File: config.mk
export PLATFORM = sky130hd
export DESIGN_NAME = sipg_index_gate
export DESIGN_NICKNAME = d
export VERILOG_FILES = /design/src/hw/sipg_index_gate.v
export VERILOG_INCLUDE_DIRS = /design/src /design/src/hw
export SDC_FILE = /design/constraint.sdc
export NUM_CORES = 1
export LEC_CHECK = 0
export BUFFER_PORTS_ARGS = -buffer_cell sky130_fd_sc_hd__buf_2
export CAP_MARGIN = 20
export CELL_PAD_IN_SITES_DETAIL_PLACEMENT = 2
export CELL_PAD_IN_SITES_GLOBAL_PLACEMENT = 2
export CORE_AREA = 10 10 176 178
export DETAILED_ROUTE_END_ITERATION = 12
export DIE_AREA = 0 0 186 188
export PLACE_DENSITY_LB_ADDON = 0.1
export SLEW_MARGIN = 15
export SYNTH_ARGS = -nofsm -noshare
export SYNTH_HDL_FRONTEND = slang
export SYNTH_SLANG_ARGS = --single-unit
File: constraint.sdc
create_clock -name clk -period 3.7 [get_ports clk]
set_input_delay 0.185 -clock clk [delete_from_list [all_inputs] [get_ports clk]]
set_output_delay 0.185 -clock clk [all_outputs]
set_load 0.01 [all_outputs]
File: src/hw/sipg_defines.vh
`ifndef SIPG_DEFINES_VH
`define SIPG_DEFINES_VH

// =====================================================
// clock and timing
`define SIPG_CLK_PERIOD_NS      50
`define SIPG_INDEX_PULSE_NS     100
// least time, rounded up to whole cycles
`define SIPG_INDEX_PULSE_CYC    ((`SIPG_INDEX_PULSE_NS + `SIPG_CLK_PERIOD_NS - 1) / `SIPG_CLK_PERIOD_NS)
`define SIPG_PULSE_CNT_W        8

// =====================================================
// setup values
`define SIPG_DIRSEL_FWD_ONLY    1'h0
`define SIPG_DIRSEL_BOTH        1'h1
`define SIPG_ROT_CCW_FWD        1'h0
`define SIPG_USAGE_NONE         2'h0
`define SIPG_USAGE_FWD          2'h1
`define SIPG_USAGE_REV          2'h3

// =====================================================
// startup and reset values
`define SIPG_SETTLE_CYC         2'h3
`define SIPG_SETTLE_RST         2'h0
`define SIPG_PULSE_RST          1'h0
`define SIPG_VALID_RST          1'h0

`endif

File: src/hw/sipg_index_gate.v
`timescale 1ns/100ps
`default_nettype none
`include "sipg_defines.vh"


module sipg_index_gate #(
    parameter CNT_W = 32,
    parameter MARKS = 4
) (
    // clock and reset
    input  wire             clk,
    input  wire             resetn,
    // scale count from the decoder, same clock
    input  wire             scaleStep,
    input  wire             scaleUp,
    // zero mark pin from the scale
    input  wire             zeroMark,
    // setup straps, taken once after restart
    input  wire             indexDirectionSelect,
    input  wire             rotationDirectionSelect,
    input  wire [1:0]       externalScaleUsage,
    input  wire             countDirOnlyScale,
    input  wire             serialConverter,
    // towards the host controller
    output reg              indexPulse,
    output reg  [CNT_W-1:0] fullclosedFeedbackCounter,
    output reg              setupDone
);

    // whole-cycle count worked out as an integer, then cut to the counter width
    localparam integer                 PULSE_CYC_I = `SIPG_INDEX_PULSE_CYC;
    localparam [`SIPG_PULSE_CNT_W-1:0] PULSE_CYC   = PULSE_CYC_I[`SIPG_PULSE_CNT_W-1:0];
    localparam [`SIPG_PULSE_CNT_W-1:0] PULSE_ONE = 8'h01;
    localparam [`SIPG_PULSE_CNT_W-1:0] PULSE_ZERO = 8'h00;
    localparam [CNT_W-1:0] CNT_ONE = {{(CNT_W-1){1'b0}}, 1'b1};
    localparam [MARKS-1:0] MARK_ONE = {{(MARKS-1){1'b0}}, 1'b1};
    localparam STRAP_W = 6;

    // =====================================================
    // pin synchronisers
    reg                 markS1_q;
    reg                 markS2_q;
    reg                 markS3_q;
    reg                 markLvl_q;
    reg [STRAP_W-1:0]   strapS1_q;
    reg [STRAP_W-1:0]   strapS2_q;
    reg [STRAP_W-1:0]   strapS3_q;
    wire [STRAP_W-1:0]  strapPins;
    wire                markEdge;

    assign strapPins = {serialConverter, countDirOnlyScale, externalScaleUsage,
                        rotationDirectionSelect, indexDirectionSelect};

    // stage one may go metastable, so only stages two and three are compared
    always @(posedge clk) begin
        if (!resetn) begin
            markS1_q <= 1'h0;
            markS2_q <= 1'h0;
            markS3_q <= 1'h0;
        end else begin
            markS1_q <= zeroMark;
            markS2_q <= markS1_q;
            markS3_q <= markS2_q;
        end
    end

    // straps are static in use, but still come from pins
    always @(posedge clk) begin
        if (!resetn) begin
            strapS1_q <= 6'h00;
            strapS2_q <= 6'h00;
            strapS3_q <= 6'h00;
        end else begin
            strapS1_q <= strapPins;
            strapS2_q <= strapS1_q;
            strapS3_q <= strapS2_q;
        end
    end

    // a level counts once stages two and three agree
    always @(posedge clk) begin
        if (!resetn) begin
            markLvl_q <= 1'h0;
        end else if (markS2_q == markS3_q) begin
            markLvl_q <= markS3_q;
        end
    end

    assign markEdge = (markS2_q == markS3_q) && markS3_q && !markLvl_q;

    // =====================================================
    // setup capture at restart
    localparam [1:0] SU_SETTLE = 2'h0;
    localparam [1:0] SU_AGREE  = 2'h1;
    localparam [1:0] SU_RUN    = 2'h2;

    reg [1:0]   suState_q;
    reg [1:0]   suState_d;
    reg [1:0]   settle_q;
    reg [1:0]   settle_d;
    reg         capture;
    reg         cfgBoth_q;
    reg         cfgRotRev_q;
    reg         cfgUsageRev_q;
    reg         cfgCountOnly_q;
    reg         cfgSerial_q;

    // settle first: the strap stages still hold their reset zeros
    always @* begin
        suState_d = suState_q;
        settle_d  = settle_q;
        capture   = 1'h0;
        case (suState_q)
            SU_SETTLE: begin
                if (settle_q == `SIPG_SETTLE_CYC) begin
                    suState_d = SU_AGREE;
                end else begin
                    settle_d = settle_q + 2'h1;
                end
            end
            SU_AGREE: begin
                // a strap still on the move is not taken
                if (strapS2_q == strapS3_q) begin
                    suState_d = SU_RUN;
                    capture   = 1'h1;
                end
            end
            SU_RUN: begin
                suState_d = SU_RUN;
            end
            default: begin
                suState_d = SU_SETTLE;
            end
        endcase
    end

    always @(posedge clk) begin
        if (!resetn) begin
            suState_q      <= SU_SETTLE;
            settle_q       <= `SIPG_SETTLE_RST;
            setupDone      <= 1'h0;
            cfgBoth_q      <= `SIPG_DIRSEL_FWD_ONLY;
            cfgRotRev_q    <= `SIPG_ROT_CCW_FWD;
            cfgUsageRev_q  <= 1'h0;
            cfgCountOnly_q <= 1'h0;
            cfgSerial_q    <= 1'h0;
        end else begin
            suState_q <= suState_d;
            settle_q  <= settle_d;
            // later strap changes wait for the next restart
            if (capture) begin
                setupDone      <= 1'h1;
                cfgBoth_q      <= (strapS3_q[0] == `SIPG_DIRSEL_BOTH);
                cfgRotRev_q    <= (strapS3_q[1] != `SIPG_ROT_CCW_FWD);
                cfgUsageRev_q  <= (strapS3_q[3:2] == `SIPG_USAGE_REV);
                cfgCountOnly_q <= strapS3_q[4];
                cfgSerial_q    <= strapS3_q[5];
            end
        end
    end

    // =====================================================
    // direction and feedback counter
    wire                stepFwd;
    wire                revAllowed;
    reg                 lastFwd_q;
    reg                 lastFwd_d;
    reg                 revStep_q;
    reg [CNT_W-1:0]     fbCount_d;

    assign stepFwd = cfgCountOnly_q ? scaleUp
                                    : (scaleUp ^ cfgRotRev_q ^ cfgUsageRev_q);

    assign revAllowed = cfgBoth_q | cfgSerial_q;

    always @* begin
        fbCount_d = fullclosedFeedbackCounter;
        lastFwd_d = lastFwd_q;
        if (scaleStep) begin
            lastFwd_d = stepFwd;
            if (stepFwd) begin
                fbCount_d = fullclosedFeedbackCounter + CNT_ONE;
            end else begin
                fbCount_d = fullclosedFeedbackCounter - CNT_ONE;
            end
        end
    end

    // counts with no drive enabled, so hand moves are seen too
    always @(posedge clk) begin
        if (!resetn) begin
            fullclosedFeedbackCounter <= {CNT_W{1'b0}};
            lastFwd_q                 <= 1'h1;
            revStep_q                 <= 1'h0;
        end else begin
            // wraps silently; the host sees a plain modular count
            fullclosedFeedbackCounter <= fbCount_d;
            lastFwd_q                 <= lastFwd_d;
            revStep_q                 <= scaleStep && !stepFwd;
        end
    end

    // =====================================================
    // zero position table
    wire [MARKS-1:0]    entryValid;
    wire [MARKS-1:0]    entryHit;
    wire [MARKS-1:0]    freeVec;
    wire [MARKS-1:0]    allocOh;
    wire                anyHit;
    wire                fwdCross;
    wire                revCross;

    assign freeVec  = ~entryValid;
    // lowest free entry; all zero when the table is full
    assign allocOh  = freeVec & (~freeVec + MARK_ONE);
    assign anyHit   = |entryHit;
    assign fwdCross = setupDone && markEdge && lastFwd_q;
    // reverse only counts at an already latched position
    assign revCross = setupDone && revStep_q && anyHit && revAllowed;

    genvar i;
    generate
        for (i = 0; i < MARKS; i = i + 1) begin : g_mark
            reg             valid_q;
            reg [CNT_W-1:0] pos_q;

            assign entryValid[i] = valid_q;
            assign entryHit[i]   = valid_q && (pos_q == fullclosedFeedbackCounter);

            // each mark holds its own latch
            always @(posedge clk) begin
                if (!resetn) begin
                    valid_q <= `SIPG_VALID_RST;
                    pos_q   <= {CNT_W{1'b0}};
                end else if (fwdCross && !anyHit && allocOh[i]) begin
                    valid_q <= 1'h1;
                    pos_q   <= fullclosedFeedbackCounter;
                end
            end
        end
    endgenerate

    // =====================================================
    // index pulse output
    reg [`SIPG_PULSE_CNT_W-1:0] pulseCnt_q;
    reg [`SIPG_PULSE_CNT_W-1:0] pulseCnt_d;
    reg                         pulse_d;
    wire                        fire;

    // forward mark edge or reverse arrival at a latch
    // reverse fires at the latched place, not the reverse mark edge
    assign fire = fwdCross || revCross;

    // a fire during a pulse restarts the full width rather than merging
    always @* begin
        pulseCnt_d = pulseCnt_q;
        pulse_d    = indexPulse;
        if (fire) begin
            pulseCnt_d = PULSE_CYC;
            pulse_d    = 1'h1;
        end else if (pulseCnt_q > PULSE_ONE) begin
            pulseCnt_d = pulseCnt_q - PULSE_ONE;
        end else begin
            pulseCnt_d = PULSE_ZERO;
            pulse_d    = 1'h0;
        end
    end

    // output straight from a flop, no decode glitch towards the host
    always @(posedge clk) begin
        if (!resetn) begin
            pulseCnt_q <= PULSE_ZERO;
            indexPulse <= `SIPG_PULSE_RST;
        end else begin
            pulseCnt_q <= pulseCnt_d;
            indexPulse <= pulse_d;
        end
    end

endmodule

`default_nettype wire

==> impl_metrics.py, run 1 <==
metrics = {
    "cts": {
        "numClockSinks": 207,
        "h-tree-depth": 1,
        "cts_buffer_depth": 3,
        "cts_root_buf": "clkbuf_16",
        "cts_tree": "done",
        "clock_latency_ns": 0.55,
        "cts_buffers": 25,
        "cts_resized": 0,
        "path_clk_slew_ns": 0.06,
    },
    "floorplanning": {
        "die_height_um": 188,
        "die_w_um": 186,
        "initial_core_util_pct": 38.6,
        "design.core.area_mm2": 0.0275,
        "ios": 45,
        "fp-row-count": 61,
        "fp.dieArea_mm2": 0.0350,
    },
    "synth": {
        "synth-simple-area-share_pct": 21.8,
        "synth.net_count": 1187,
        "ys_dominant_reg_cell": "dfxtp_1",
        "ys_warn_count": 0,
        "synthCells": 1169,
        "synth_top_family_by_area": "simple AND/OR/NAND/NOR gates",
        "yosysMostFrequentCell": "dfxtp_1",
        "yosysUniqueCellTypes": 71,
        "synth-compound-area-share_pct": 5.42,
        "ys_top_cells_by_area": "dfxtp_1 (39%), mux2i_1 (15%), xor2_1 (10%)",
        "avgSynthCellArea_um2": 9.08,
        "async_flop_share_pct": 0,
        "synth-xor-area-share_pct": 13.0,
        "ys_ff_latch": 207,
        "synth-edff-count": 0,
        "yosysSeqAreaShare_pct": 39.1,
        "yosysTopAreaCell": "dfxtp_1",
        "synth_top_cells_by_count": "dfxtp_1 (207), nand2_1 (203), mux2i_1 (159)",
        "synth_area_mm2": 0.0106,
        "synth_mux_area_share_pct": 15.1,
        "synth_top_area_share_pct": 39.1,
        "synth-adder-area-share_pct": 0.825,
    },
    "setup_path": {
        "slowest_stage": "nor4_1",
        "cp.arrival_ns": 3.80,
        "critPathLaunchType": "flip-flop",
        "path_class": "flip-flop to flip-flop",
        "slowest_delay_ns": 0.73,
        "path_cells": "xor2_1 -> nor4_1 -> nand4_1 -> nor4_2 -> nor3b_1 -> nand2_2 -> buf_4 -> mux2i_1",
        "cp.required_ns": 4.16,
        "end_kind": "flip-flop",
        "r2r_cells": 8,
        "critPathMaxFanout": 18,
    },
    "placement": {
        "place_ws_ns": 0.489,
        "routabilityCongestion": 0.815,
        "hpwl_mm": 26.9,
        "io_buffers": 44,
        "post-place-cells": 1517,
    },
    "layout": {
        "nFillCells": 3008,
        "final_nets": 1223,
        "syn2layout_area_growth_pct": 13.9,
        "final_util_pct": 44.0,
        "antenna_cells": 0,
        "stdcell_count": 1567,
        "layout-drive-gt1-share_pct": 12.5,
    },
    "drt": {
        "avgViaCountPerCell": 5.46,
        "num_vias": 8553,
        "drt-initial-drc-count": 418,
        "wirelength_mm": 37.0,
        "antenna_left": 0,
        "avgRoutedWirePerCell_um": 23.6,
        "detail_route.first_pass.iterations": 5,
        "drc": 0,
    },
    "sta": {
        "drv_slew": 0,
        "hold_violations": 0,
        "setup-tns-final_ns": 0,
        "hold_ws_ns": 0.0461,
        "fmax_ghz": 0.299,
        "fin_worst_skew_ns": 0.0266,
        "worst_slack_ns": 0.358,
        "period_minus_slack_ns": 3.34,
        "finalCritPeriodShare_pct": 90.3,
        "slew_headroom_pct": 28.7,
        "worstMarginPinSlew_ns": 1.06,
        "setup_viol": 0,
        "rsz0062_at_grt": "no",
    },
    "grt": {
        "grt_start_max_net_pins": 80,
        "first_global_vias": 9257,
        "grt_first_pass_wirelength_mm": 58.2,
        "antenna_found_initial": 0,
        "groute.usage.overall_pct": 21.5,
        "grt-ovfl-total": 0,
    },
    "power_and_ir_drop": {
        "p_per_area_mw_per_mm2": 556,
        "ir_drop_v": 0.000311,
        "p_leak_uw": 0.00587,
    },
    "flow_run": {
        "drv_cap": 0,
    },
    "worst_hold_path": {
        "holdPathStages": 2,
        "holdCritPathClass": "input port to flip-flop",
    },
    "status": {
        "outcome": "finished, final reports clean",
    },
}
## metal layers
| layer | vias up | wire, um | global-route usage, % |
|---|---|---|---|
| li1 | 4062 | - | - |
| met1 | 4310 | 17000 | 28.4 |
| met2 | 136 | 17900 | 35.8 |
| met3 | 45 | 1250 | 2.92 |
| met4 | 0 | 864 | 5.24 |
| met5 | - | 0 | 0 |
## layout make-up
cell class | count | area (um2) | share of cell area [%]
repair buffers | 99 | 719 | 5.95
clock inverters | 6 | 36.3 | 0.300
flip-flops and latches | 207 | 4140 | 34.3
multi-input cells | 858 | 5970 | 49.4
clock buffers | 37 | 731 | 6.05
well taps | 346 | 433 | 3.58
inverters | 14 | 52.6 | 0.435
## through the flow
step                area [um2]  power, uW
detailed placement       11200       4410
global placement         11200       4370
global route             12100       7090
finish                   12100       6720
CTS                      12100       6800
floorplan                10600       3720
## cells by family after synthesis
group / after synthesis
xor+xnor: 157
flops: 207
compound gates: 75
fa+ha+maj: 7
simple gates: 459
mux: 160
buf+inv: 104
## worst max-delay path, delay by kind of cell (launching register included)
kind,cells,cell delay (ns)
and+or+nand+nor,5,1.74
DFF,1,0.66
xor gates and xnor gates,1,0.18
muxes,1,0.27
buffers and inverters,1,0.38
## state kept, by name (all words and copies together), names as in the netlist, 2 cells and up
register	count
fullclosedFeedbackCounter	32
g_mark.pos_q	128
g_mark.valid_q	4
pulseCnt_q	8
settle_q	2
strapS1_q	6
strapS2_q	6
strapS3_q	6
suState_q	2
## power by group
group          switching (uW)  leakage [uW]  internal [uW]
registers                 247       0.00168           2360
logic                    1060       0.00381            704
clock network             996      0.000379           1360
total                    2310       0.00587           4420
## cells in the final DEF, fill, tap and decap left out, types with 3 or more instances in the layout
master,netlist,layout
dfxtp_1,207,207
nand4_1,13,13
nor4b_1,3,3
a211oi_1,5,5
clkbuf_16,0,25
or3_1,8,8
nor4_1,44,44
clkbuf_1,41,6
o21a_1,3,3
nor2b_1,14,14
and2_1,39,38
ha_1,7,7
inv_1,14,14
o21ai_0,12,12
xor2_1,125,125
buf_4,12,43
a21oi_1,11,11
nor2_1,30,30
buf_2,32,43
dlygate4sd3_1,0,7
nand3_1,24,24
xnor2_1,31,31
and3_1,7,7
clkbuf_8,0,6
clkinv_2,0,4
nor3_1,26,26
buf_12,0,5
nand2_1,203,202
o2111ai_1,3,3
mux2i_1,159,159
o221ai_1,3,3
o31ai_1,3,3
nand2b_1,19,19
nand4b_1,4,4
o211ai_1,3,3
nand2_2,2,3
nor3b_1,4,4
or4_1,6,6
a31oi_1,4,4
## worst paths after layout
check,slack (ns),startpoint,to
worst max-delay path,0.36,fullclosedFeedbackCounter[21]$_SDFFE_PN0P_,g_mark[1].pos_q[20]$_SDFFE_PN0P_
worst min-delay path,0.05,scaleStep,revStep_q$_SDFF_PN0_
worst max register to register,0.36,fullclosedFeedbackCounter[21]$_SDFFE_PN0P_,g_mark[1].pos_q[20]$_SDFFE_PN0P_
worst min register to register,0.44,strapS1_q[2]$_SDFF_PN0_,strapS2_q[2]$_SDFF_PN0_
## what timing repair did
action	in CTS	in global routing
buffers inserted	0	0
hold endpoints to repair	7	0
hold buffers	7	0
Power figures use the tool's default switching activity.
==> inputs of run 2 (changes only) <==
- REMOVE_ABC_BUFFERS: default -> 1
==> run 2 against run 1 <==
Largest power group unchanged. Utilization increased by 0.33 points. Global-route usage shrank 0.078 points. Critical path depth is the same. Sequential power about the same. Power grew 2.9%. Wire length increased by 0.34%. Highest routed layer unchanged. Worst setup slack worse by 0.11 ns. Sequential share of layout area decreased by 0.26 points. Hold slack better by 0.039 ns. Clock-buffer cell count down 2. Largest cell class unchanged.
==> impl_metrics.py, run 2 (synthesized netlist as in run 1, its figures left out) <==
metrics = {
    "grt": {
        "groute.usage.overall_pct": 21.4,
        "first_global_vias": 9313,
        "grt-ovfl-total": 0,
        "grt_first_pass_wirelength_mm": 57.9,
        "grt_start_max_net_pins": 89,
        "antenna_found_initial": 1,
    },
    "layout": {
        "layout_common_cells": "dfxtp_1 (207), nand2_1 (202), mux2i_1 (159)",
        "fin_area_mm2": 0.0122,
        "nFillCells": 3000,
        "layout-drive-gt1-share_pct": 12.7,
        "multi_input_area_mm2": 0.00597,
        "final_nets": 1219,
        "final_util_pct": 44.3,
        "seqCellArea_mm2": 0.00414,
        "top_regs": "g_mark.pos_q: 128 flops, fullclosedFeedbackCounter: 32 flops, pulseCnt_q: 8 flops",
        "max_flop_register": "g_mark.pos_q",
        "syn2layout_area_growth_pct": 14.7,
        "largest_register_ffs": 128,
        "layout_commonest_cell": "dfxtp_1",
    },
    "sta": {
        "slew_headroom_pct": 32.2,
        "fin_worst_skew_ns": 0.00877,
        "hold_violations": 0,
        "worstMarginPinSlew_ns": 1.01,
        "finalCritPeriodShare_pct": 93.4,
        "period_minus_slack_ns": 3.45,
        "worst_slack_ns": 0.245,
        "setup_viol": 0,
        "fmax_ghz": 0.289,
        "drv_slew": 0,
        "rsz0062_at_grt": "no",
        "setup-tns-final_ns": 0,
    },
    "power_and_ir_drop": {
        "ir_drop_v": 0.000328,
        "p_leak_uw": 0.00591,
        "p_per_area_mw_per_mm2": 568,
        "pwr-share-seq_pct": 37.8,
        "power.total_uw": 6920,
        "p_clk_share_pct": 36.7,
        "switching_share_pct": 33.9,
        "internal_power_uw": 4570,
        "pwr-share-comb_pct": 25.5,
        "switchingPower_uw": 2340,
    },
    "worst_hold_path": {
        "holdCritPathClass": "input port to flip-flop",
        "holdPathStages": 3,
    },
    "drt": {
        "num_vias": 8649,
        "avgRoutedWirePerCell_um": 23.7,
        "antenna_left": 0,
        "avgViaCountPerCell": 5.52,
        "drc": 0,
        "wirelength_mm": 37.1,
        "drt-initial-drc-count": 477,
        "detail_route.first_pass.iterations": 5,
    },
    "floorplanning": {
        "die_w_um": 186,
        "die_height_um": 188,
        "fp-row-count": 61,
        "initial_core_util_pct": 38.6,
        "design.core.area_mm2": 0.0275,
        "ios": 45,
        "fp.dieArea_mm2": 0.0350,
    },
    "placement": {
        "hpwl_mm": 27.1,
        "place_area_mm2": 0.0113,
        "routabilityCongestion": 0.873,
        "io_buffers": 44,
        "place_ws_ns": 0.411,
    },
    "setup_path": {
        "path_class": "flip-flop to flip-flop",
        "critPathLaunchType": "flip-flop",
        "end_kind": "flip-flop",
        "cp.arrival_ns": 3.89,
        "cp.required_ns": 4.14,
        "critPathMaxFanout": 14,
        "r2r_cells": 8,
    },
    "cts": {
        "cts_resized": 0,
        "cts_setup_buffers": 0,
        "cts_root_buf": "clkbuf_16",
        "h-tree-depth": 1,
        "clock_latency_ns": 0.53,
        "numClockSinks": 207,
        "path_clk_slew_ns": 0.06,
        "cts_tree": "done",
        "cts_buffers": 25,
        "cts_buffer_depth": 3,
        "hold_buffers": 7,
    },
    "status": {
        "outcome": "finished, final reports clean",
    },
    "flow_run": {
        "drv_cap": 0,
    },
}
==> run 2: changes by cell type in the layout (fill, tap and decap cells not counted), moves of 2 or more <==
cell / previous run / this run
clkbuf_1: 6 / 3
bufinv_16: 0 / 2
clkinv_2: 4 / 6
buf_4: 43 / 36
buf_12: 5 / 8
==> run 2: final cells by class <==
cell class                      count  area share (%)
Multi-Input combinational cell    858            49.0
Clock buffer                       35            6.02
Inverter                           14           0.432
Antenna cell                        1          0.0206
Sequential cell                   207            34.0
Tap cell                          346            3.56
Timing Repair Buffer               95            5.97
Clock inverter                     11           0.946
==> run 2: final timing paths <==
kind	from	to	slack (ns)
hold reg to reg	strapS1_q[5]$_SDFF_PN0_	strapS2_q[5]$_SDFF_PN0_	0.43
hold / removal	scaleStep	lastFwd_q$_SDFFE_PN1P_	0.09
setup reg to reg	fullclosedFeedbackCounter[21]$_SDFFE_PN0P_	g_mark[0].pos_q[31]$_SDFFE_PN0P_	0.25
setup / recovery	fullclosedFeedbackCounter[21]$_SDFFE_PN0P_	g_mark[0].pos_q[31]$_SDFFE_PN0P_	0.25
==> run 2: stage by stage <==
step,hold slack (ns),instances
final,0.0851,1567
after detailed placement,0.398,1513
after floorplan,0.247,1079
after global routing,0.0653,1566
after global placement,0.389,1513
after CTS,0.0681,1566
==> run 2: power by group through the flow <==
| stage | clock [uW] | combinational (uW) | sequential [uW] |
|---|---|---|---|
| 5_1_grt | 2720 | 1920 | 2640 |
| 2_1_floorplan | 0 | 972 | 2650 |
| 3_3_place_gp | 0 | 1710 | 2660 |
| 6_report | 2540 | 1760 | 2620 |
| 3_5_place_dp | 0 | 1740 | 2660 |
| 4_1_cts | 2590 | 1770 | 2620 |
==> run 2: metal layers <==
| metal | GRT usage (%) | part of all wire (%) | vias to the layer above |
|---|---|---|---|
| met3 | 3.27 | 4.1 | 37 |
| li1 | - | - | 4059 |
| met2 | 35.4 | 48 | 145 |
| met1 | 28.8 | 46 | 4408 |
| met4 | 3.75 | 1.5 | 0 |
| met5 | 0 | 0 | - |
==> run 2: critical path, stage by stage (launching register included) <==
cell	delay (ns)
dfxtp_1	0.66
xor2_1	0.17
nor4_1	0.67
nand4_1	0.25
nor4_1	0.54
nor4_2	0.21
nand2_2	0.33
buf_12	0.23
mux2i_1	0.28
==> inputs of run 3 (changes only) <==
- CORE_AREA: 10 10 176 178 -> 10 10 186 188
- DIE_AREA: 0 0 186 188 -> 0 0 196 198
- GPL_ROUTABILITY_DRIVEN: default -> 0
==> run 3 against run 2 <==
Power is essentially flat. Register-to-register slack gained 0.13 ns. Critical path depth is the same. Critical path type unchanged. Largest cell class unchanged. Largest power group unchanged. Highest routed layer unchanged.
==> impl_metrics.py, run 3 (synthesized netlist as in run 1, its figures left out) <==
metrics = {
    "sta": {
        "fmax_ghz": 0.300,
        "setup_viol": 0,
        "slew_headroom_pct": 44.9,
        "finalCritPeriodShare_pct": 89.9,
        "fin_worst_skew_ns": 0.00992,
        "hold_ws_ns": 0.178,
        "period_minus_slack_ns": 3.33,
        "setup-tns-final_ns": 0,
        "drv_slew": 0,
        "worstMarginPinSlew_ns": 0.825,
        "rsz0062_at_grt": "no",
        "hold_violations": 0,
    },
    "setup_path": {
        "cp.arrival_ns": 3.79,
        "path_class": "flip-flop to flip-flop",
        "rrSetupSlack_ns": 0.37,
        "critPathLaunchType": "flip-flop",
        "reg2reg_to": "g_mark[3].pos_q[20]$_SDFFE_PN0P_",
        "end_kind": "flip-flop",
        "cp.required_ns": 4.16,
        "r2r_cells": 8,
        "critPathMaxFanout": 19,
        "reg2reg_from": "fullclosedFeedbackCounter[20]$_SDFFE_PN0P_",
    },
    "grt": {
        "first_global_vias": 9257,
        "grt_first_pass_wirelength_mm": 59.0,
        "groute.usage.overall_pct": 19.5,
        "grt_start_max_net_pins": 89,
        "antenna_found_initial": 0,
        "grt-ovfl-total": 0,
    },
    "drt": {
        "drt-initial-drc-count": 426,
        "drc": 0,
        "wirelength_mm": 38.1,
        "avgViaCountPerCell": 5.27,
        "num_vias": 8555,
        "detail_route.first_pass.iterations": 5,
        "avgRoutedWirePerCell_um": 23.5,
        "antenna_left": 0,
    },
    "cts": {
        "cts_buffers": 26,
        "cts_tree": "done",
        "cts_buffer_depth": 3,
        "numClockSinks": 207,
        "clock_latency_ns": 0.54,
        "cts_setup_buffers": 0,
        "cts_resized": 0,
        "h-tree-depth": 1,
        "cts_root_buf": "clkbuf_16",
        "path_clk_slew_ns": 0.06,
    },
    "floorplanning": {
        "die_w_um": 196,
        "initial_core_util_pct": 34.2,
        "design.core.area_mm2": 0.0311,
        "die_height_um": 198,
        "fp.dieArea_mm2": 0.0388,
        "fp-row-count": 65,
        "ios": 45,
    },
    "worst_hold_path": {
        "holdPathStages": 3,
        "holdCritPathClass": "input port to flip-flop",
        "holdPathEnd": "fullclosedFeedbackCounter[14]$_SDFFE_PN0P_",
        "worstHoldStart": "scaleStep",
    },
    "layout": {
        "antenna_cells": 0,
        "final_nets": 1220,
        "largest_register_ffs": 128,
        "layout-drive-gt1-share_pct": 12.5,
        "layout_common_cells": "dfxtp_1 (207), nand2_1 (202), mux2i_1 (159)",
        "seqCellArea_mm2": 0.00414,
        "multi_input_area_mm2": 0.00597,
        "nFillCells": 3430,
        "top_regs": "g_mark.pos_q: 128 flops, fullclosedFeedbackCounter: 32 flops, pulseCnt_q: 8 flops",
        "max_flop_register": "g_mark.pos_q",
        "syn2layout_area_growth_pct": 15.2,
        "fin_area_mm2": 0.0122,
        "layout_commonest_cell": "dfxtp_1",
        "stdcell_count": 1624,
    },
    "placement": {
        "place_area_mm2": 0.0113,
        "io_buffers": 44,
        "hpwl_mm": 27.3,
        "post-place-cells": 1569,
    },
    "power_and_ir_drop": {
        "p_leak_uw": 0.00590,
        "ir_drop_v": 0.000403,
        "p_per_area_mw_per_mm2": 566,
    },
    "flow_run": {
        "drv_cap": 0,
    },
    "status": {
        "outcome": "finished, final reports clean",
    },
}
run 3: changes by cell type in the layout (fill, tap and decap cells not counted), sizes merged:
cell    previous run  this run
inv               16        14
diode              1         0
bufinv             2         1
clkbuf            35        40
run 3: per-stage QoR:
| stage | power, uW | utilization (%) | worst slack [ns] |
|---|---|---|---|
| 6_report | 6920 | 39.3 | 0.372 |
| 5_1_grt | 7290 | 39.3 | 0.172 |
| 4_1_cts | 7010 | 39.3 | 0.376 |
| 3_5_place_dp | 4420 | 36.4 | 0.399 |
| 3_3_place_gp | 4390 | 36.4 | 0.455 |
| 2_1_floorplan | 3630 | - | 0.290 |
run 3: layer usage:
layer / vias to the layer above / track usage, % / wire, um
met5: - / 0 / 0
met4: 0 / 4.33 / 786
met3: 44 / 2.62 / 1310
met2: 125 / 31.7 / 17800
met1: 4324 / 26.7 / 18200
li1: 4062 / - / -
run 3: report_power, final:
part           switching, uW  internal, uW
registers                291          2360
clock network           1020          1520
logic                   1030           700
run 3: cell type report:
type / instances / area share (%)
repair buffers: 95 / 5.74
clock inverters: 8 / 0.553
multi-input cells: 858 / 48.8
clock buffers: 40 / 6.42
inverters: 14 / 0.430
flip-flops and latches: 207 / 33.9
well taps: 402 / 4.12
run 3: worst max-delay path: stages (launching register included):
cell and delay, ns:
dfxtp_1 0.71, xor2_1 0.41, nor4_1 0.13, nand4_1 0.13
nor3_1 0.08, nor4_2 0.62, and2_2 0.64, buf_12 0.27
mux2i_1 0.21
run 3: what timing repair did:
action / 4_1_cts / 5_1_grt
hold buffers: 7 / 0
setup endpoints to repair: 0 / 0
hold endpoints to repair: 7 / 0
run 3: worst max path at each step:
stage	from	end	slack [ns]	depth (start not counted)
2_1_floorplan	cfgUsageRev_q$_SDFFE_PN0P_	fullclosedFeedbackCounter[24]$_SDFFE_PN0P_	0.29	12
3_3_place_gp	cfgUsageRev_q$_SDFFE_PN0P_	fullclosedFeedbackCounter[24]$_SDFFE_PN0P_	0.46	13
3_5_place_dp	cfgUsageRev_q$_SDFFE_PN0P_	fullclosedFeedbackCounter[24]$_SDFFE_PN0P_	0.40	13
4_1_cts	fullclosedFeedbackCounter[20]$_SDFFE_PN0P_	g_mark[3].pos_q[20]$_SDFFE_PN0P_	0.38	8
5_1_grt	cfgUsageRev_q$_SDFFE_PN0P_	fullclosedFeedbackCounter[24]$_SDFFE_PN0P_	0.17	13
6_report	fullclosedFeedbackCounter[20]$_SDFFE_PN0P_	g_mark[3].pos_q[20]$_SDFFE_PN0P_	0.37	8
